===== config.mk =====
export PLATFORM = sky130hd
export DESIGN_NAME = ntaf_fsm
export DESIGN_NICKNAME = d
export VERILOG_FILES = /design/src/rtl/ntaf_pkg.sv /design/src/rtl/ntaf_frame_mon.sv /design/src/rtl/ntaf_fsm.sv
export SDC_FILE = /design/constraint.sdc
export NUM_CORES = 1
export LEC_CHECK = 0
export BUFFER_PORTS_ARGS = -buffer_cell sky130_fd_sc_hd__buf_4
export CAP_MARGIN = 20
export CELL_PAD_IN_SITES_DETAIL_PLACEMENT = 1
export CELL_PAD_IN_SITES_GLOBAL_PLACEMENT = 1
export CORE_ASPECT_RATIO = 1.25
export CORE_UTILIZATION = 46
export CTS_CLUSTER_SIZE = 12
export DETAILED_ROUTE_END_ITERATION = 12
export PLACE_DENSITY = 0.8
export RECOVER_POWER = 100
export SYNTH_ARGS = -nofsm -noshare
export SYNTH_HDL_FRONTEND = slang
export SYNTH_HIERARCHICAL = 1
export SYNTH_SLANG_ARGS = --single-unit

===== constraint.sdc =====
create_clock -name clk_i -period 3.1 [get_ports clk_i]
set_input_delay 0.62 -clock clk_i [delete_from_list [all_inputs] [get_ports clk_i]]
set_output_delay 0.62 -clock clk_i [all_outputs]
set_load 0.05 [all_outputs]

===== src/rtl/ntaf_pkg.sv =====
// Purpose: Shared constants and codes for the network termination activation
//          state machine.
// Assumes: One 10 MHz clock.
// Notes:   Signal codes are the block's own encodings.
package ntaf_pkg;

  localparam int CLK_HZ = 10000000;

  // Awake supervision timer, in milliseconds.
  localparam int TN1_MS     = 13;
  localparam int TN1_CYCLES = (CLK_HZ / 1000) * TN1_MS;

  // Deactivation timer default, in milliseconds.
  localparam int T2_MS     = 25;
  localparam int T2_CYCLES = (CLK_HZ / 1000) * T2_MS;

  // Framing acquisition and loss thresholds, in frames.
  localparam int FRM_ACQ      = 4;
  localparam int FRM_LOSS     = 100;
  localparam int FRM_LOSS_MIN = 60;
  localparam int FRM_LOSS_MAX = 200;
  localparam int FRM_CW       = 8;

  // Received line signal codes.
  typedef enum logic [3:0] {
    RX_SIG0    = 4'h0,
    RX_SIG2W   = 4'h1,
    RX_SIG2    = 4'h2,
    RX_SIG4H   = 4'h3,
    RX_SIG4    = 4'h4,
    RX_SIG2L2  = 4'h5,
    RX_SIG4HL2 = 4'h6,
    RX_SIG4L2  = 4'h7,
    RX_NONE    = 4'hf
  } ntaf_rxsig_t;

  // Transmitted line signal codes.
  typedef enum logic [2:0] {
    TX_SIG0  = 3'h0,
    TX_SIG1W = 3'h1,
    TX_SIG1A = 3'h2,
    TX_SIG1  = 3'h3,
    TX_SIG3  = 3'h4,
    TX_SIG5  = 3'h5
  } ntaf_txsig_t;

  // Received user side codes.
  typedef enum logic [1:0] {
    UI_INFO0 = 2'h0,
    UI_INFO1 = 2'h1,
    UI_INFO3 = 2'h2,
    UI_OTHER = 2'h3
  } ntaf_uinfo_t;

  // Transmitted user side codes.
  typedef enum logic [2:0] {
    UO_INFO0 = 3'h0,
    UO_INFO2 = 3'h1,
    UO_INFO4 = 3'h2,
    UO_INFOX = 3'h3
  } ntaf_uout_t;

endpackage : ntaf_pkg


===== src/rtl/ntaf_frame_mon.sv =====
// Purpose: Line framing monitor, one check result per frame.
// Assumes: frame_tick_i pulses once per frame with match_i valid.
// Notes:   Loss threshold is a parameter inside the allowed window.
module ntaf_frame_mon
  import ntaf_pkg::*;
#(
  parameter int ACQ  = FRM_ACQ,
  parameter int LOSS = FRM_LOSS
) (
  // Clock and reset.
  input  wire logic clk_i,
  input  wire logic rst_i,
  // Frame word check.
  input  wire logic frame_tick_i,
  input  wire logic match_i,
  input  wire logic enable_i,
  // Status.
  output logic      locked_o
);

  // The counter must hold the largest threshold minus one.
  if (LOSS < FRM_LOSS_MIN || LOSS > FRM_LOSS_MAX ||
      ACQ < 1 || ACQ > 2 ** FRM_CW) begin : g_bad_cfg
    $error("ntaf_frame_mon: threshold out of range");
  end

  logic [FRM_CW-1:0] cnt;
  logic [FRM_CW-1:0] next_cnt;
  logic              next_locked;

  // Lock after ACQ good frames in a row, drop after LOSS bad ones.
  always_comb begin
    next_cnt    = cnt;
    next_locked = locked_o;
    if (!enable_i) begin
      next_cnt    = '0;
      next_locked = 1'b0;
    end else if (frame_tick_i) begin
      if (locked_o == match_i) begin
        next_cnt = '0;
      end else if (cnt == FRM_CW'(locked_o ? LOSS - 1 : ACQ - 1)) begin
        next_cnt    = '0;
        next_locked = !locked_o;
      end else begin
        next_cnt = cnt + 8'h01;
      end
    end
  end

  always_ff @(posedge clk_i) begin
    if (rst_i) begin
      cnt      <= '0;
      locked_o <= 1'b0;
    end else begin
      cnt      <= next_cnt;
      locked_o <= next_locked;
    end
  end

endmodule : ntaf_frame_mon


===== src/rtl/ntaf_fsm.sv =====
// What this block does
// - Deactivated state sends nothing to user and line.
// - User wake request enters awake send, then waits line awake tone.
// - Line awake tone in deactivated state starts awake timer; expiry leads to unframed send.
// - Sync state sends unframed signal, moves on when line signal detected.
// - Line-synced state sends framed line signal and user signal, waits.
// - Both-way synced state sends user signal two and SIG 3.
// - Fully active sends INFO 4 and SIG 5, carrying traffic.
// - Line silence from sync onward starts T2, pending deactivation.
// - Pending deactivation ends on user silence or T2 expiry.
// - User loss in active goes to user-fault state, INFO 3 returns.
// - Line framing loss enters line-fault state sending INFO X, SIG 0.
// - INFO X is unframed all zeros.
// - Loopback request in sync states enters loopback wait.
// - Loopback full request enters loopback active, data looped.
// - Loopback active forces D-echo bit to zero.
// - Awake timer lasts 13 ms.
// - Framing acquired after 4 frames, lost after 60 to 200.
//
// Purpose: Activation and deactivation control of the network termination.
// Assumes: Receive codes are decoded and synchronous to clk_i.
// Notes:   Timers are parameters so simulation can shorten them.
module ntaf_fsm
  import ntaf_pkg::*;
#(
  parameter int TN1_CNT = TN1_CYCLES,
  parameter int T2_CNT  = T2_CYCLES,
  parameter int LOSS    = FRM_LOSS
) (
  // Clock and reset.
  input  wire logic        clk_i,
  input  wire logic        rst_i,
  // Line receive side.
  input  wire ntaf_rxsig_t line_rx_i,
  input  wire logic        line_frame_tick_i,
  input  wire logic        line_frame_match_i,
  // User receive side.
  input  wire ntaf_uinfo_t user_rx_i,
  input  wire logic        user_frame_lost_i,
  // Transmit selection.
  output ntaf_txsig_t      line_tx_o,
  output ntaf_uout_t       user_tx_o,
  output logic             user_framed_o,
  output logic             decho_zero_o,
  output logic             loop_2bd_o,
  output logic             traffic_o,
  output logic [3:0]       state_o
);

  if (TN1_CNT < 1 || T2_CNT < 1) begin : g_bad_timer
    $error("ntaf_fsm: timer counts must be positive");
  end

  typedef enum logic [11:0] {
    S_DEACT = 12'h001, S_AWAKE = 12'h002, S_ANSW = 12'h004,
    S_SYNC  = 12'h008, S_LSYNC = 12'h010, S_USYNC = 12'h020,
    S_ACT   = 12'h040, S_PEND  = 12'h080, S_UFLT  = 12'h100,
    S_LFLT  = 12'h200, S_LBW   = 12'h400, S_LBA   = 12'h800
  } ntaf_state_t;

  ntaf_state_t state;
  ntaf_state_t next_state;
  logic [31:0] tmr;
  logic [31:0] next_tmr;
  logic        line_locked;
  logic        lock_seen;
  logic        next_lock_seen;
  ntaf_txsig_t next_line_tx;
  ntaf_uout_t  next_user_tx;
  logic [3:0]  next_state_o;
  logic        next_framed;
  logic        next_decho;
  logic        next_loop;
  logic        next_traffic;

  ntaf_frame_mon #(.ACQ(FRM_ACQ), .LOSS(LOSS)) u_frm (
    .clk_i        (clk_i),
    .rst_i        (rst_i),
    .frame_tick_i (line_frame_tick_i),
    .match_i      (line_frame_match_i),
    .enable_i     (state != S_DEACT && state != S_PEND),
    .locked_o     (line_locked)
  );

  // Framing loss is only meaningful once lock has been held.
  wire logic lost_line = lock_seen && !line_locked;
  wire logic on_from_sync = !(state inside {S_DEACT, S_AWAKE, S_ANSW,
                                            S_PEND});

  function automatic logic [3:0] st_idx(input ntaf_state_t s);
    for (int i = 0; i < 12; i++)
      if (s[i]) return 4'(i);
    return 4'h0;
  endfunction : st_idx

  always_comb begin
    next_state     = state;
    next_tmr       = (tmr != 32'h0) ? tmr - 32'h1 : 32'h0;
    next_lock_seen = lock_seen | line_locked;
    if (on_from_sync && line_rx_i == RX_SIG0) begin
      next_state = S_PEND;
      next_tmr   = 32'(T2_CNT);
    end else if (lost_line && (state inside {S_LSYNC, S_USYNC, S_ACT,
                                             S_UFLT, S_LBW, S_LBA})) begin
      next_state = S_LFLT;
    end else begin
      case (state)
        S_DEACT: begin
          if (line_rx_i == RX_SIG2W) begin
            next_state = S_ANSW;
            next_tmr   = 32'(TN1_CNT);
          end else if (user_rx_i == UI_INFO1) begin
            next_state = S_AWAKE;
          end
        end
        S_AWAKE: if (line_rx_i == RX_SIG2W) next_state = S_SYNC;
        S_ANSW: begin
          if (line_rx_i == RX_SIG2W) next_tmr = 32'(TN1_CNT);
          else if (tmr == 32'h1) next_state = S_SYNC;
        end
        S_SYNC: begin
          if (line_rx_i == RX_SIG2L2) next_state = S_LBW;
          else if (line_rx_i == RX_SIG2 && line_locked)
            next_state = S_LSYNC;
        end
        S_LSYNC: begin
          if (line_rx_i == RX_SIG2L2) next_state = S_LBW;
          else if (user_rx_i == UI_INFO3) next_state = S_USYNC;
        end
        S_USYNC: begin
          if (line_rx_i == RX_SIG2L2) next_state = S_LBW;
          else if (line_rx_i == RX_SIG4H) next_state = S_ACT;
          else if (line_rx_i == RX_SIG4HL2) next_state = S_LBA;
        end
        S_ACT: begin
          if (line_rx_i == RX_SIG4L2) next_state = S_LBA;
          else if (user_rx_i == UI_INFO0 || user_frame_lost_i)
            next_state = S_UFLT;
        end
        S_PEND: begin
          if (user_rx_i == UI_INFO0 || tmr == 32'h1)
            next_state = S_DEACT;
        end
        S_UFLT: begin
          if (line_rx_i == RX_SIG4L2) next_state = S_LBA;
          else if (user_rx_i == UI_INFO3) next_state = S_ACT;
        end
        S_LFLT: if (line_rx_i == RX_SIG4L2) next_state = S_LBA;
        S_LBW: begin
          if (line_rx_i == RX_SIG4HL2) next_state = S_LBA;
          else if (line_rx_i == RX_SIG4H) next_state = S_ACT;
        end
        S_LBA: if (line_rx_i == RX_SIG4) next_state = S_ACT;
        default: next_state = S_DEACT;
      endcase
    end
    if (next_state == S_DEACT || next_state == S_PEND)
      next_lock_seen = 1'b0;
  end

  // Outputs follow the next state so they change with the state itself.
  always_comb begin
    next_line_tx = TX_SIG0;
    next_user_tx = UO_INFO0;
    case (next_state)
      S_DEACT: begin
        next_line_tx = TX_SIG0;
        next_user_tx = UO_INFO0;
      end
      S_AWAKE: next_line_tx = TX_SIG1W;
      S_ANSW:  next_line_tx = TX_SIG1W;
      S_SYNC:  next_line_tx = TX_SIG1A;
      S_LSYNC: begin
        next_line_tx = TX_SIG1;
        next_user_tx = UO_INFO2;
      end
      S_USYNC: begin
        next_line_tx = TX_SIG3;
        next_user_tx = UO_INFO2;
      end
      S_ACT: begin
        next_line_tx = TX_SIG5;
        next_user_tx = UO_INFO4;
      end
      S_PEND:  next_line_tx = TX_SIG0;
      S_UFLT: begin
        next_line_tx = TX_SIG5;
        next_user_tx = UO_INFO2;
      end
      S_LFLT: begin
        next_line_tx = TX_SIG0;
        next_user_tx = UO_INFOX;
      end
      S_LBW: begin
        next_line_tx = TX_SIG3;
        next_user_tx = UO_INFO2;
      end
      S_LBA: begin
        next_line_tx = TX_SIG5;
        next_user_tx = UO_INFO4;
      end
      default: next_line_tx = TX_SIG0;
    endcase
    next_state_o = st_idx(next_state);
    next_framed  = next_user_tx != UO_INFO0 &&
                   next_user_tx != UO_INFOX;
    next_decho   = next_state == S_LBA;
    next_loop    = next_state == S_LBA;
    next_traffic = next_state == S_ACT;
  end

  always_ff @(posedge clk_i) begin
    if (rst_i) begin
      state         <= S_DEACT;
      tmr           <= 32'h0;
      lock_seen     <= 1'b0;
      line_tx_o     <= TX_SIG0;
      user_tx_o     <= UO_INFO0;
      user_framed_o <= 1'b0;
      decho_zero_o  <= 1'b0;
      loop_2bd_o    <= 1'b0;
      traffic_o     <= 1'b0;
      state_o       <= 4'h0;
    end else begin
      state         <= next_state;
      tmr           <= next_tmr;
      lock_seen     <= next_lock_seen;
      line_tx_o     <= next_line_tx;
      user_tx_o     <= next_user_tx;
      user_framed_o <= next_framed;
      decho_zero_o  <= next_decho;
      loop_2bd_o    <= next_loop;
      traffic_o     <= next_traffic;
      state_o       <= next_state_o;
    end
  end

  chk_tn1_expiry: assert property (@(posedge clk_i) disable iff (rst_i)
    state == S_ANSW && tmr == 32'h1 && line_rx_i != RX_SIG2W &&
    line_rx_i != RX_SIG0 |=> line_tx_o == TX_SIG1A)
    else $error("awake timer expiry did not start unframed send");
  chk_deact_quiet: assert property (@(posedge clk_i) disable iff (rst_i)
    state == S_DEACT |-> line_tx_o == TX_SIG0 && user_tx_o == UO_INFO0)
    else $error("deactivated state is transmitting");
  chk_sig0_pend: assert property (@(posedge clk_i) disable iff (rst_i)
    on_from_sync && line_rx_i == RX_SIG0 |=> state == S_PEND &&
    tmr == 32'(T2_CNT))
    else $error("line silence did not start pending deactivation");
  chk_pend_exit: assert property (@(posedge clk_i) disable iff (rst_i)
    state == S_PEND && user_rx_i == UI_INFO0 |=> state == S_DEACT)
    else $error("pending deactivation did not end on user silence");
  chk_infox_unfr: assert property (@(posedge clk_i) disable iff (rst_i)
    user_tx_o == UO_INFOX |-> !user_framed_o)
    else $error("fault signal is framed");
  chk_loop_echo: assert property (@(posedge clk_i) disable iff (rst_i)
    state == S_LBA |-> decho_zero_o && loop_2bd_o &&
    user_tx_o == UO_INFO4)
    else $error("loopback active outputs wrong");
  chk_ufault_go: assert property (@(posedge clk_i) disable iff (rst_i)
    state == S_ACT && user_rx_i == UI_INFO0 && line_rx_i == RX_SIG4 &&
    !lost_line |=> state == S_UFLT && line_tx_o == TX_SIG5)
    else $error("user loss not handled");
  chk_lfault_go: assert property (@(posedge clk_i) disable iff (rst_i)
    state == S_ACT && lost_line && line_rx_i != RX_SIG0 |=>
    state == S_LFLT ##0 user_tx_o == UO_INFOX)
    else $error("line framing loss not handled");

  cov_full_act: cover property (@(posedge clk_i) state == S_ACT);
  cov_loop_act: cover property (@(posedge clk_i) state == S_LBA);
  cov_deact_ret: cover property (@(posedge clk_i)
    state == S_PEND ##1 state == S_DEACT);

endmodule : ntaf_fsm


Word-level counts from Yosys, hierarchy flattened --
Index checks and enable logic that the tools add are counted.
Operators by class: reductions and logical operators 28, multiplexer cells 182, add/subtract/negate cells 2, bitwise logic cells 4, equality and inequality tests 39
Operators with widths (number):
- $mux W12 | 23
- $mux W4 | 43
- $pmux W12 S12 | 1
- $mux W32 | 4
- $mux W1 | 105
- $eq A32 B1 Y1 const B | 1
- $reduce_bool A32 Y1 | 1
- $sub A32 B1 Y32 const B | 1
- $eq A12 B1 Y1 const B | 2
- $eq A12 B10 Y1 const B | 2
- $eq A12 B11 Y1 const B | 2
- $eq A12 B12 Y1 const B | 2
- $eq A12 B2 Y1 const B | 2
- $eq A12 B3 Y1 const B | 2
- $eq A12 B4 Y1 const B | 2
- $eq A12 B5 Y1 const B | 2
- $eq A12 B6 Y1 const B | 2
- $eq A12 B7 Y1 const B | 2
- $eq A12 B8 Y1 const B | 2
- $eq A12 B9 Y1 const B | 2
- $mux W18 | 1
- $eq A4 B3 Y1 const B | 4
- $mux W8 | 2
- $reduce_or A2 Y1 | 8
- other kinds (26) | 37
Storage, ports and cells: flip-flop bits (word level) 67, logic and storage cells 267, bits of input ports 11, output and inout bits 14

Logic depth before layout (Yosys ltp) --
Gate-level depths: netlist (run 1).
depth in word-level cells 76, mapped depth 10, depth with buffers taken out 9

Hierarchy --
Netlist (run 1), hierarchy kept.
Modules (own cells, without submodules):
- ntaf_fsm | area each 3494.6 µm², cells an instance 446, sequential area each 1141.1 µm², times used 1
- ntaf_frame_mon | area each 545.5 µm², cells an instance 64, sequential area each 180.2 µm², times used 1

Worst setup path after synthesis (run 1) --
No wires, ideal clock.
path type input-to-reg, start in line_rx_i[0], end reg tmr[24], setup slack 0.520 ns, data arrival time 2.451 ns, required time 2.971 ns, library setup time 0.129 ns, path buffers 3, cell stages on the path 8, path through clkbuf_1 > or4b_2 > clkbuf_1 > nor3_1 > nand2_1 > nand3b_1 > clkbuf_1 > nor2_1
Between the ends: cells in the longest elaborated chain, start to end 4, elaborated cells between the ends (all ways) 7, classes of those cells eq/ne (1); mux (3); reduce/logical (3)
RTL lines:
- from (decl) | RTL line ntaf_fsm.sv:34 | input wire ntaf_rxsig_t line_rx_i,
- $eq A4 B1 Y1 | RTL line ntaf_fsm.sv:109, ntaf_fsm.sv:118
- $mux W32 | RTL line ntaf_fsm.sv:109, ntaf_fsm.sv:118
- $mux W32
- $mux W32 | RTL line ntaf_fsm.sv:103 | end else if (lost_line && (state inside {S_LSYNC, S_USYNC, S_ACT,
- to (signal assigned) | RTL line ntaf_fsm.sv:226 | tmr <= next_tmr;
- to (decl) | RTL line ntaf_fsm.sv:63 | logic [31:0] tmr;
Parallel ways exist; a longest one is shown, timed or not. A chain may end at the register's enable or synchronous reset.

Final worst setup path (run 1) --
start reg state[3], end reg line_tx_o[0]
Between the ends: cells in the longest elaborated chain, start to end 9, elaborated cells between the ends (all ways) 54, classes of those cells eq/ne (21); mux (25); reduce/logical (8)
RTL lines:
- from (decl) | RTL line ntaf_fsm.sv:61 | ntaf_state_t state;
- from (signal assigned) | RTL line ntaf_fsm.sv:225 | state <= next_state;
- $mux W12 | RTL line ntaf_fsm.sv:133 | else if (line_rx_i == RX_SIG4HL2) next_state = S_LBA;
- $mux W12 | RTL line ntaf_fsm.sv:132 | else if (line_rx_i == RX_SIG4H) next_state = S_ACT;
- $mux W12 | RTL line ntaf_fsm.sv:131 | if (line_rx_i == RX_SIG2L2) next_state = S_LBW;
- $pmux W12 S12 | RTL line ntaf_fsm.sv:107 | case (state)
- $mux W12 | RTL line ntaf_fsm.sv:103
- $mux W12 (*) | RTL line ntaf_fsm.sv:100 | if (on_from_sync && line_rx_i == RX_SIG0) begin
- $eq A12 B12 Y1, or another cell as far along | RTL line ntaf_fsm.sv:165 | case (next_state)
- $reduce_or A3 Y1 (no source line) or $reduce_or A2 Y1 (tied branches)
- $pmux W3 S5 (*) | RTL line ntaf_fsm.sv:165
- to (signal assigned) | RTL line ntaf_fsm.sv:228 | line_tx_o <= next_line_tx;
- to (decl) | RTL line ntaf_fsm.sv:41 | output ntaf_txsig_t line_tx_o,
Mark *: on every way between the ends. The rest lies on a longest branch, timed or not.

==> run summary, run 1 <==
Int Power -> 2.237 mW
Vias in the first global route -> 4075
RD Place Congestion -> 0.9261
Sequential share of power -> 34.3%
R2R Setup Slk -> 0.18 ns
Critical path capture point type -> register
Antenna Nets Post-Route -> 0
Area of the die -> 9164 µm²
Hold crit path type -> reg -> reg
# placed instances -> 628
H-Tree Depth -> 3
Cells after synthesis -> 510
Synth top cells by count -> 67 x nor2_1, 66 x dfxtp_1, 40 x nand2_1, 31 x a21oi_1, 29 x nor3_1
# DRC -> 0
Hold path cells -> 1
Worst Reg-to-Reg Cells -> 6
Worst setup path class -> reg -> reg
FF-to-FF End -> line_tx_o[0]$_SDFF_PP0_
Buf+Inv Stages, Crit Path -> 0
Quantity of gates resized following cts -> 0
Clk pwr share -> 24.7%
Synth-to-Final Area Change -> 11.33%
Via count -> 3873
Clock Root Buffer -> clkbuf_8
Synth Register Bits -> 66
Final Slew Violations -> 0
CP max-delay cell -> or4_1
Finish-stage setup viols -> 0
Detail Placement HPWL -> 8829 µm
Switching Share -> 39.65%
Top_reg_cell synth -> dfxtp_1
RSZ-0062 raised after global routing -> no
Slew @ Worst Pin -> 0.6747 ns
First-pass iteration count of the detailed router -> 4
Tot Pwr -> 3.707 mW
Worst Hold Path EP -> tmr[0]$_SDFF_PP0_
Status -> complete, no violations
Most numerous cell in the Yosys netlist -> nor2_1
Worst Skew -> 0.009979 ns
Starting Density -> 48.22%
FP Rows -> 37
Die height -> 106.8 µm
Post-synthesis sequential area ratio -> 32.70%
Hold Buf Count CTS -> 0
Post-synth ARST share -> 0%
First DRT Iteration DRCs -> 222
Via/cell ratio -> 6.014
Core ar. -> 8379 µm²
Post-synth EDFFs -> 0
Clk sinks -> 66
FMAX -> 0.3430 GHz
Total grt overflow -> 0
Post-synthesis cell type count -> 69
Synthesized area per cell -> 7.922 µm²
Leak -> 1.706 nW
N_diodes -> 0
Final worst path period share -> 94.05%
Post-DR wirelength/cell -> 18.28 µm
CTS tree -> built
Comb pwr share -> 41.0%
Net Sw Power -> 1.470 mW
Max Root-Sink Buffers -> 2
Beginning of the worst hold path -> tmr[0]$_SDFF_PP0_
Number of port buffers -> 23
Max cap viols -> 0
Synth Warn # -> 6
Crit path max-delay family -> simple AND/OR/NAND/NOR gates
Synthesized Nets -> 526
Slew HR -> 54.54%
Area leader, netlist -> dfxtp_1
WL final -> 11780 µm
Final nets -> 538
Initial antenna violation count -> 0
Post-route insts no fill -> 644
CP max FO -> 13
Clk pin slew, worst setup/hold paths -> 0.08 ns
Largest net degree at the start of global routing -> 23
Synth top area share -> 32.70%
Crit path launch type -> register
Synth top area cells -> dfxtp_1 33%, nor2_1 6.2%, xnor2_1 5.2%, a21oi_1 3.8%, nand2_1 3.7%
Die width -> 85.83 µm
Post-synth design cell area -> 4040 µm²
Reg-to-Reg Start -> state[3]$_SDFF_PP0_
First-pass GRT wire length -> 19890 µm
Worst skew pair latency -> 0.35 ns
VDD IR max -> 0.5107 mV
Ports -> 25
Min Tclk post-route -> 2.916 ns
CP Data Required Time -> 3.38 ns
Slowest Stage Delay on Critical Path -> 0.75 ns
CTS buffer count -> 9
Layout cells sized above 1 -> 11.20%
PwrDens -> 824.0 nW/µm²
Total track usage -> 27.50%
Worst EP arrival -> 3.19 ns
Fin. Hold Viols -> 0
Setup_tns -> 0 ns
Cell Chain, Critical Path -> or4_1 -> nor4b_1 -> nor4_1 -> a2111o_1 -> and2_0 -> a31oi_1
# Post-CTS Setup Buffers -> 0
==> registers in the layout, indices dropped and copies added, names as in the netlist <==
name	cells
state_o	4
traffic_o	1
state	12
tmr	32
user_tx_o	2
user_framed_o	1
lock_seen	1
line_tx_o	3
u_frm/cnt	8
u_frm/locked_o	1
loop_2bd_o	1
==> power by group through the flow <==
stage | clock network (mW) | logic [mW] | registers, mW
after CTS | 0.932 | 1.55 | 1.27
final | 0.916 | 1.52 | 1.27
after global placement | 0 | 1.47 | 1.27
after detailed placement | 0 | 1.53 | 1.29
after global routing | 0.974 | 1.71 | 1.30
after floorplan | 0 | 1.21 | 1.24
==> per-layer routing <==
layer,global-route usage (%),wire (µm),vias up
li1,-,-,1875
met1,31.77,4934,1897
met2,49.94,6099,72
met3,4.542,375,29
met4,11.07,366,0
met5,0,0,-
==> cell usage in the layout, fill, tap and decap left out, types with 7 or more instances in the layout <==
cell type / n
nor3_1: 28
clkbuf_1: 15
nor2_1: 67
xor2_1: 15
nand2_1: 40
inv_1: 10
nor4_1: 17
a31oi_1: 7
dfxtp_1: 66
nor4b_1: 10
buf_4: 19
nand3_1: 13
clkbuf_8: 9
a21oi_1: 31
o21ai_0: 18
xnor2_1: 24
or4_1: 12
nand2b_1: 11
nor2b_1: 7
nand4_1: 7
==> worst max-delay path by stage <==
stage	from	end	slack, ns	cells after the start
after floorplan	line_rx_i[0]	tmr[24]$_SDFF_PP0_	0.52	8
after global placement	state[6]$_SDFF_PP0_	state[10]$_SDFF_PP0_	0.36	7
after detailed placement	state[3]$_SDFF_PP0_	line_tx_o[0]$_SDFF_PP0_	0.24	6
after CTS	state[3]$_SDFF_PP0_	line_tx_o[0]$_SDFF_PP0_	0.21	6
after global routing	state[3]$_SDFF_PP0_	line_tx_o[0]$_SDFF_PP0_	0.04	6
final	state[3]$_SDFF_PP0_	line_tx_o[0]$_SDFF_PP0_	0.18	6
==> layout make-up <==
type                    instances  area [µm²]
flip-flops and latches         66        1321
clock buffers                   9       123.9
clock inverters                 7       125.1
inverters                      10       37.54
repair buffers                 34       198.9
well taps                     117       146.4
fillers                      1050        3881
multi-input cells             401        2545
==> per-stage QoR <==
stage / utilization [%] / instance area (µm²) / setup slack, ns / hold slack, ns
after floorplan: - / 4040 / 0.5200 / 0.4386
after global placement: 51.28 / 4297 / 0.3587 / 0.4527
after detailed placement: 51.28 / 4297 / 0.2392 / 0.4637
after CTS: 54.25 / 4546 / 0.2094 / 0.4798
after global routing: 53.68 / 4498 / 0.03701 / 0.5005
final: 53.68 / 4498 / 0.1844 / 0.4748
==> logic make-up (layout without fill, tap and decap cells) <==
| group | count (synthesis) | count (layout) | synth area share [%] |
|---|---|---|---|
| AND/OR/NAND/NOR | 256 | 256 | 36.11 |
| AO/OA/AOI/OAI | 98 | 98 | 16.04 |
| XOR/XNOR | 39 | 39 | 8.455 |
| adder cells (fa/ha/maj) | 5 | 5 | 1.548 |
| flip-flops | 66 | 66 | 32.70 |
| buffers and inverters | 43 | 60 | 4.522 |
| multiplexers | 2 | 2 | 0.5265 |
| other | 1 | 1 | 0.09282 |
No activity file was read; power rests on OpenSTA's default activity.
==> run 2, diff against run 1 <==
--- a/config.mk
+++ b/config.mk
@@ -5,11 +5,12 @@
 export SDC_FILE = /design/constraint.sdc
 export NUM_CORES = 1
 export LEC_CHECK = 0
-export BUFFER_PORTS_ARGS = -buffer_cell sky130_fd_sc_hd__buf_4
+export BUFFER_PORTS_ARGS = -buffer_cell sky130_fd_sc_hd__buf_2
 export CAP_MARGIN = 20
 export CELL_PAD_IN_SITES_DETAIL_PLACEMENT = 1
 export CELL_PAD_IN_SITES_GLOBAL_PLACEMENT = 1
 export CORE_ASPECT_RATIO = 1.25
+export CORE_MARGIN = 3
 export CORE_UTILIZATION = 46
 export CTS_CLUSTER_SIZE = 12
 export DETAILED_ROUTE_END_ITERATION = 12
==> run 2 against run 1 <==
  * Flip-flop and latch count unchanged
  * Non-clock buffer count increased by 3
  * Combinational power increased by 3%
  * Sequential power about the same
  * Clock skew about the same
  * Largest cell class unchanged
==> run summary, run 2 (synthesis gave the netlist of run 1 again) <==
Setup_tns -> 0 ns (unchanged)
Vias in the first global route -> 3970 (-2.6%)
Worst Reg-to-Reg Cells -> 6 (unchanged)
Slowest Stage Delay on Critical Path -> 0.75 ns (about the same)
Most frequent cells in the layout -> 68 x nor2_1, 66 x dfxtp_1, 40 x nand2_1, 31 x a21oi_1, 28 x nor3_1
Hold Buf Count CTS -> 0 (unchanged)
Crit. path cell count -> 6 (unchanged)
Area of the die -> 9951 µm² (+8.6%)
Via count -> 3913 (+1.0%)
Initial antenna violation count -> 0 (unchanged)
FP Rows -> 37 (unchanged)
Int Power -> 2.257 mW (+0.90%)
Slew HR -> 58.21% (+3.7 points)
H-Tree Depth -> 3 (unchanged)
Synth-to-Final Area Change -> 10.93%
Net Sw Power -> 1.473 mW (+0.25%)
Detail Placement HPWL -> 9034 µm (+2.3%)
Fin util -> 53.49% (-0.19 points)
Max Root-Sink Buffers -> 2 (unchanged)
N_diodes -> 0 (unchanged)
Worst EP arrival -> 3.06 ns (-0.13 ns)
Clock Root Buffer -> clkbuf_8
Comb pwr share -> 42.1% (+1.1 points)
Min Tclk post-route -> 2.773 ns (-0.1423 ns)
Most common cell after layout, fill and taps aside -> nor2_1
Core ar. -> 8379 µm² (unchanged)
Final Slew Violations -> 0 (unchanged)
Critical path capture point type -> register
Worst setup path class -> reg -> reg
Sequential share of power -> 34.2% (about the same)
CP max-delay cell -> or4_1
Final nets -> 541 (+0.56%)
Fin. Hold Viols -> 0 (unchanged)
RD Place Congestion -> 0.9482 (+2.4%)
FF-to-FF End -> line_tx_o[0]$_SDFF_PP0_
Total grt overflow -> 0 (unchanged)
Die height -> 110.8 µm (+3.7%)
Layout cells sized above 1 -> 11.32% (+0.13 points)
RSZ-0062 raised after global routing -> no
Final worst path period share -> 89.46% (-4.6 points)
Ports -> 25 (unchanged)
Max cap viols -> 0 (unchanged)
Crit path to -> line_tx_o[0]$_SDFF_PP0_
Finish-stage setup viols -> 0 (unchanged)
Starting Density -> 48.22% (unchanged)
Cell Chain, Critical Path -> or4_1 -> nor4b_1 -> nor4_1 -> a2111o_1 -> and2_0 -> a31oi_1
Placed instance area -> 4262 µm² (-0.82%)
Number of port buffers -> 23 (unchanged)
Biggest regs -> tmr x32, state x12, u_frm/cnt x8
First-pass GRT wire length -> 20090 µm (+0.97%)
Clk sinks -> 66 (unchanged)
Worst skew pair latency -> 0.36 ns (about the same)
Switching Share -> 39.50% (-0.15 points)
Clk pwr share -> 23.6% (-1.1 points)
Slew @ Worst Pin -> 0.6203 ns (-0.05438 ns)
CP max FO -> 13 (unchanged)
Die width -> 89.83 µm (+4.7%)
Antenna Nets Post-Route -> 0 (unchanged)
Largest net degree at the start of global routing -> 23 (unchanged)
FMAX -> 0.3606 GHz (+5.1%)
Critical path startpoint -> state[2]$_SDFF_PP0_
First DRT Iteration DRCs -> 212 (-4.5%)
Reg-to-Reg Start -> state[2]$_SDFF_PP0_
Via/cell ratio -> 6.048 (+0.56%)
VDD IR max -> 0.4891 mV (-4.2%)
Max reg flops -> 32 (unchanged)
Fin Hold WS -> 0.4816 ns (+0.006745 ns)
Status -> complete, no violations
Biggest register -> tmr
CTS tree -> built
Final instance area -> 4482 µm² (-0.36%)
Post-DR wirelength/cell -> 18.36 µm (+0.44%)
Clk pin slew, worst setup/hold paths -> 0.07 ns (about the same)
Worst Skew -> 0.01009 ns (+0.0001065 ns)
Hold crit path type -> reg -> reg
Leak -> 1.714 nW (+0.47%)
CP Data Required Time -> 3.39 ns (about the same)
Crit path max-delay family -> simple AND/OR/NAND/NOR gates
# DRC -> 0 (unchanged)
Crit path launch type -> register
First-pass iteration count of the detailed router -> 4 (unchanged)
Buf+Inv Stages, Crit Path -> 0 (unchanged)
Total track usage -> 24.65% (-2.8 points)
CTS buffer count -> 9 (unchanged)
WL final -> 11880 µm (+0.91%)
R2R Setup Slk -> 0.33 ns (+0.14 ns)
PwrDens -> 832.4 nW/µm² (+1.0%)
==> run 2: cell types whose count changed in the layout (fill, tap and decap cells not counted), sizes merged <==
cell / previous run / this run
clkbuf: 24 / 28
buf: 19 / 22
clkinvlp: 2 / 0
bufinv: 3 / 2
inv: 12 / 11
==> run 2: final cells by class <==
class | count | area (µm²)
multi-input combinational | 401 | 2542
fill | 1048 | 3897
tap | 117 | 146.4
inverter | 10 | 37.54
sequential | 66 | 1321
clock inverter | 3 | 68.82
clock buffer | 13 | 168.9
timing repair buffer | 37 | 196.4
==> run 2: worst min-delay path by stage <==
stage,startpoint,end,slack (ns),depth (start not counted)
after floorplan,tmr[0]$_SDFF_PP0_,tmr[0]$_SDFF_PP0_,0.44,1
after global placement,tmr[0]$_SDFF_PP0_,tmr[0]$_SDFF_PP0_,0.45,1
after detailed placement,tmr[0]$_SDFF_PP0_,tmr[0]$_SDFF_PP0_,0.48,1
after CTS,tmr[0]$_SDFF_PP0_,tmr[0]$_SDFF_PP0_,0.49,1
after global routing,lock_seen$_SDFF_PP0_,lock_seen$_SDFF_PP0_,0.52,2
final,tmr[0]$_SDFF_PP0_,tmr[0]$_SDFF_PP0_,0.48,1
==> run 2: metal layers <==
layer | up-vias | part of all wire [%] | track usage [%]
met5 | - | 0 | 0
met4 | 0 | 3.4 | 11.04
met3 | 29 | 4.1 | 4.549
met2 | 94 | 52 | 44.88
met1 | 1914 | 40 | 27.74
li1 | 1876 | - | -
==> run 2: repair_timing <==
action	in CTS	in global routing
setup endpoints to repair	0	1
buffers inserted	0	0
endpoints found under the hold margin	0	0
gates resized for setup	0	2
==> run 2: power groups by stage <==
stage          logic [mW]  registers, mW  clock network, mW
3_5_place_dp         1.58           1.29                  0
5_1_grt              1.78           1.31              0.930
6_report             1.57           1.28              0.882
3_3_place_gp         1.51           1.27                  0
2_1_floorplan        1.21           1.24                  0
4_1_cts              1.60           1.28              0.895
==> run 2: per-stage QoR <==
step,worst slack (ns),power [mW],std cells
finish,0.3267,3.730,647
global route,0.1189,4.027,647
CTS,0.2269,3.775,647
detailed placement,0.2539,2.870,631
global placement,0.2736,2.789,631
floorplan,0.5200,2.455,510
==> run 3, diff against run 2 <==
--- a/config.mk
+++ b/config.mk
@@ -11,10 +11,10 @@
 export CELL_PAD_IN_SITES_GLOBAL_PLACEMENT = 1
 export CORE_ASPECT_RATIO = 1.25
 export CORE_MARGIN = 3
-export CORE_UTILIZATION = 46
+export CORE_UTILIZATION = 26
 export CTS_CLUSTER_SIZE = 12
 export DETAILED_ROUTE_END_ITERATION = 12
-export PLACE_DENSITY = 0.8
+export PLACE_DENSITY = 0.5
 export RECOVER_POWER = 100
 export SYNTH_ARGS = -nofsm -noshare
 export SYNTH_HDL_FRONTEND = slang
==> run 3 against run 2 <==
  * Setup slack improved by 0.016 ns
  * Via count fell by 2.0%
  * Non-clock buffer count increased by 12
  * Wire length is 8.0% higher
  * Register-to-register slack improved by 0.02 ns
  * Global-route usage fell by 9.2 points
  * Critical path type unchanged
  * Critical endpoint is now tmr[28]$_SDFF_PP0_
  * Largest power group unchanged
==> run summary, run 3 (synthesis gave the netlist of run 1 again) <==
Synth-to-Final Area Change -> 17.68%
Max Root-Sink Buffers -> 2 (unchanged)
Hold path cells -> 1 (unchanged)
Ports -> 25 (unchanged)
Fin util -> 31.54% (-22 points)
Vias in the first global route -> 3895 (-1.9%)
N_diodes -> 0 (unchanged)
FF-to-FF End -> tmr[28]$_SDFF_PP0_
Most common cell after layout, fill and taps aside -> nor2_1
Fin Hold WS -> 0.4832 ns (+0.001568 ns)
Reg-to-Reg Start -> tmr[3]$_SDFF_PP0_
Comb pwr share -> 39.0% (-3.1 points)
Max reg flops -> 32 (unchanged)
FP Rows -> 50 (+35%)
Initial antenna violation count -> 0 (unchanged)
Final instance area -> 4755 µm² (+6.1%)
Max cap viols -> 0 (unchanged)
Min Tclk post-route -> 2.757 ns (-0.01596 ns)
Leak -> 1.804 nW (+5.2%)
Worst Reg-to-Reg Cells -> 7 (+1)
Clk pin slew, worst setup/hold paths -> 0.06 ns (about the same)
Detail Placement HPWL -> 9847 µm (+9.0%)
Net Sw Power -> 1.509 mW (+2.4%)
PwrDens -> 837.8 nW/µm² (+0.66%)
# Post-CTS Setup Buffers -> 0 (unchanged)
First DRT Iteration DRCs -> 172 (-19%)
Int Power -> 2.474 mW (+9.6%)
Starting Density -> 26.80% (-21 points)
Crit path launch type -> register
Clk pwr share -> 29.5% (+5.9 points)
R2R Setup Slk -> 0.34 ns (+0.02 ns)
Critical path capture point type -> register
Antenna Nets Post-Route -> 0 (unchanged)
CTS tree -> built
Slew HR -> 59.54% (+1.3 points)
Core ar. -> 15080 µm² (+80%)
VDD IR max -> 0.4055 mV (-17%)
Area of the die -> 17080 µm² (+72%)
H-Tree Depth -> 3 (unchanged)
Sequential share of power -> 31.5% (-2.7 points)
Final Slew Violations -> 0 (unchanged)
Finish-stage setup viols -> 0 (unchanged)
FMAX -> 0.3627 GHz (+0.58%)
Hold Buf Count CTS -> 0 (unchanged)
Worst setup path class -> reg -> reg
First-pass iteration count of the detailed router -> 5 (+1)
Clk sinks -> 66 (unchanged)
Via count -> 3835 (-2.0%)
Hold crit path type -> reg -> reg
Switching Share -> 37.89% (-1.6 points)
Slew @ Worst Pin -> 0.6069 ns (-0.01341 ns)
Worst Hold Path EP -> tmr[0]$_SDFF_PP0_
First-pass GRT wire length -> 21020 µm (+4.6%)
Largest net degree at the start of global routing -> 23 (unchanged)
Die height -> 145.4 µm (+31%)
CTS buffer count -> 9 (unchanged)
Most frequent cells in the layout -> 67 x nor2_1, 66 x dfxtp_1, 40 x nand2_1, 31 x a21oi_1, 28 x nor3_1
Number of port buffers -> 23 (unchanged)
Fin. Hold Viols -> 0 (unchanged)
CP max FO -> 6 (-7)
Setup_tns -> 0 ns (unchanged)
Total track usage -> 15.40% (-9.2 points)
Post-DR wirelength/cell -> 17.11 µm (-6.9%)
Clock Root Buffer -> clkbuf_16
Placed instance area -> 4466 µm² (+4.8%)
# DRC -> 0 (unchanged)
Beginning of the worst hold path -> tmr[0]$_SDFF_PP0_
Via/cell ratio -> 5.113 (-15%)
Worst skew pair latency -> 0.35 ns (about the same)
Status -> complete, no violations
RD Place Congestion -> 0.8795 (-7.2%)
Die width -> 117.5 µm (+31%)
Biggest register -> tmr
Worst EP arrival -> 2.98 ns (-0.08 ns)
Layout cells sized above 1 -> 12.92% (+1.6 points)
CP Data Required Time -> 3.33 ns (-0.06 ns)
Worst Skew -> 0.01070 ns (+0.0006163 ns)
Total grt overflow -> 0 (unchanged)
RSZ-0062 raised after global routing -> no
WL final -> 12830 µm (+8.0%)
Final nets -> 553 (+2.2%)
Biggest regs -> tmr x32, state x12, u_frm/cnt x8
Final worst path period share -> 88.95% (-0.51 points)
run 3: routing by layer:
metal  up-vias  share of wire (%)  track usage (%)
met5         -                  0                0
met4         0                2.4            6.979
met3        18                2.2            2.411
met2        41                 51            27.46
met1      1868                 44            18.17
li1       1908                  -                -
run 3: worst max-delay path by stage:
stage / from / cells past startpoint / slack [ns] / end
floorplan: line_rx_i[0] / 8 / 0.52 / tmr[24]$_SDFF_PP0_
global placement: state[6]$_SDFF_PP0_ / 7 / 0.13 / line_tx_o[1]$_SDFF_PP0_
detailed placement: state[6]$_SDFF_PP0_ / 7 / 0.13 / line_tx_o[1]$_SDFF_PP0_
CTS: state[6]$_SDFF_PP0_ / 7 / 0.10 / line_tx_o[1]$_SDFF_PP0_
global route: tmr[3]$_SDFF_PP0_ / 7 / 0.12 / tmr[28]$_SDFF_PP0_
finish: tmr[3]$_SDFF_PP0_ / 7 / 0.34 / tmr[28]$_SDFF_PP0_
run 3: final cells by class:
| cell class | instances | area [µm²] |
|---|---|---|
| flip-flops and latches | 66 | 1321 |
| fillers | 1816 | 10320 |
| inverters | 10 | 37.54 |
| well taps | 208 | 260.3 |
| repair buffers | 49 | 274.0 |
| clock buffers | 11 | 252.7 |
| clock inverters | 5 | 85.08 |
| multi-input cells | 401 | 2524 |
run 3: power groups by stage:
stage                     combinational (mW)  sequential, mW  clock, mW
after global placement                  1.58            1.27          0
after detailed placement                1.60            1.28          0
after floorplan                         1.21            1.24          0
after CTS                               1.62            1.27       1.21
final                                   1.55            1.25       1.18
after global routing                    1.78            1.29       1.25
run 3: through the flow:
step / power [mW] / setup WS (ns) / std cells
floorplan: 2.455 / 0.5200 / 510
finish: 3.984 / 0.3426 / 750
CTS: 4.097 / 0.1041 / 750
global route: 4.316 / 0.1175 / 750
detailed placement: 2.886 / 0.1315 / 734
global placement: 2.858 / 0.1269 / 734
run 3: critical path, stage by stage, from the launching register on:
cell and delay [ns]:
dfxtp_1 0.36, nor4_2 0.41, nand2_1 0.15, or4_4 0.61, or4_1 0.56, nor4_1 0.33
xnor2_1 0.18, nor2_2 0.04
run 3: repair_timing:
action | 4_1_cts | 5_1_grt
setup endpoints to repair | 0 | 6
endpoints found under the hold margin | 0 | 0
gates resized for setup | 0 | 1
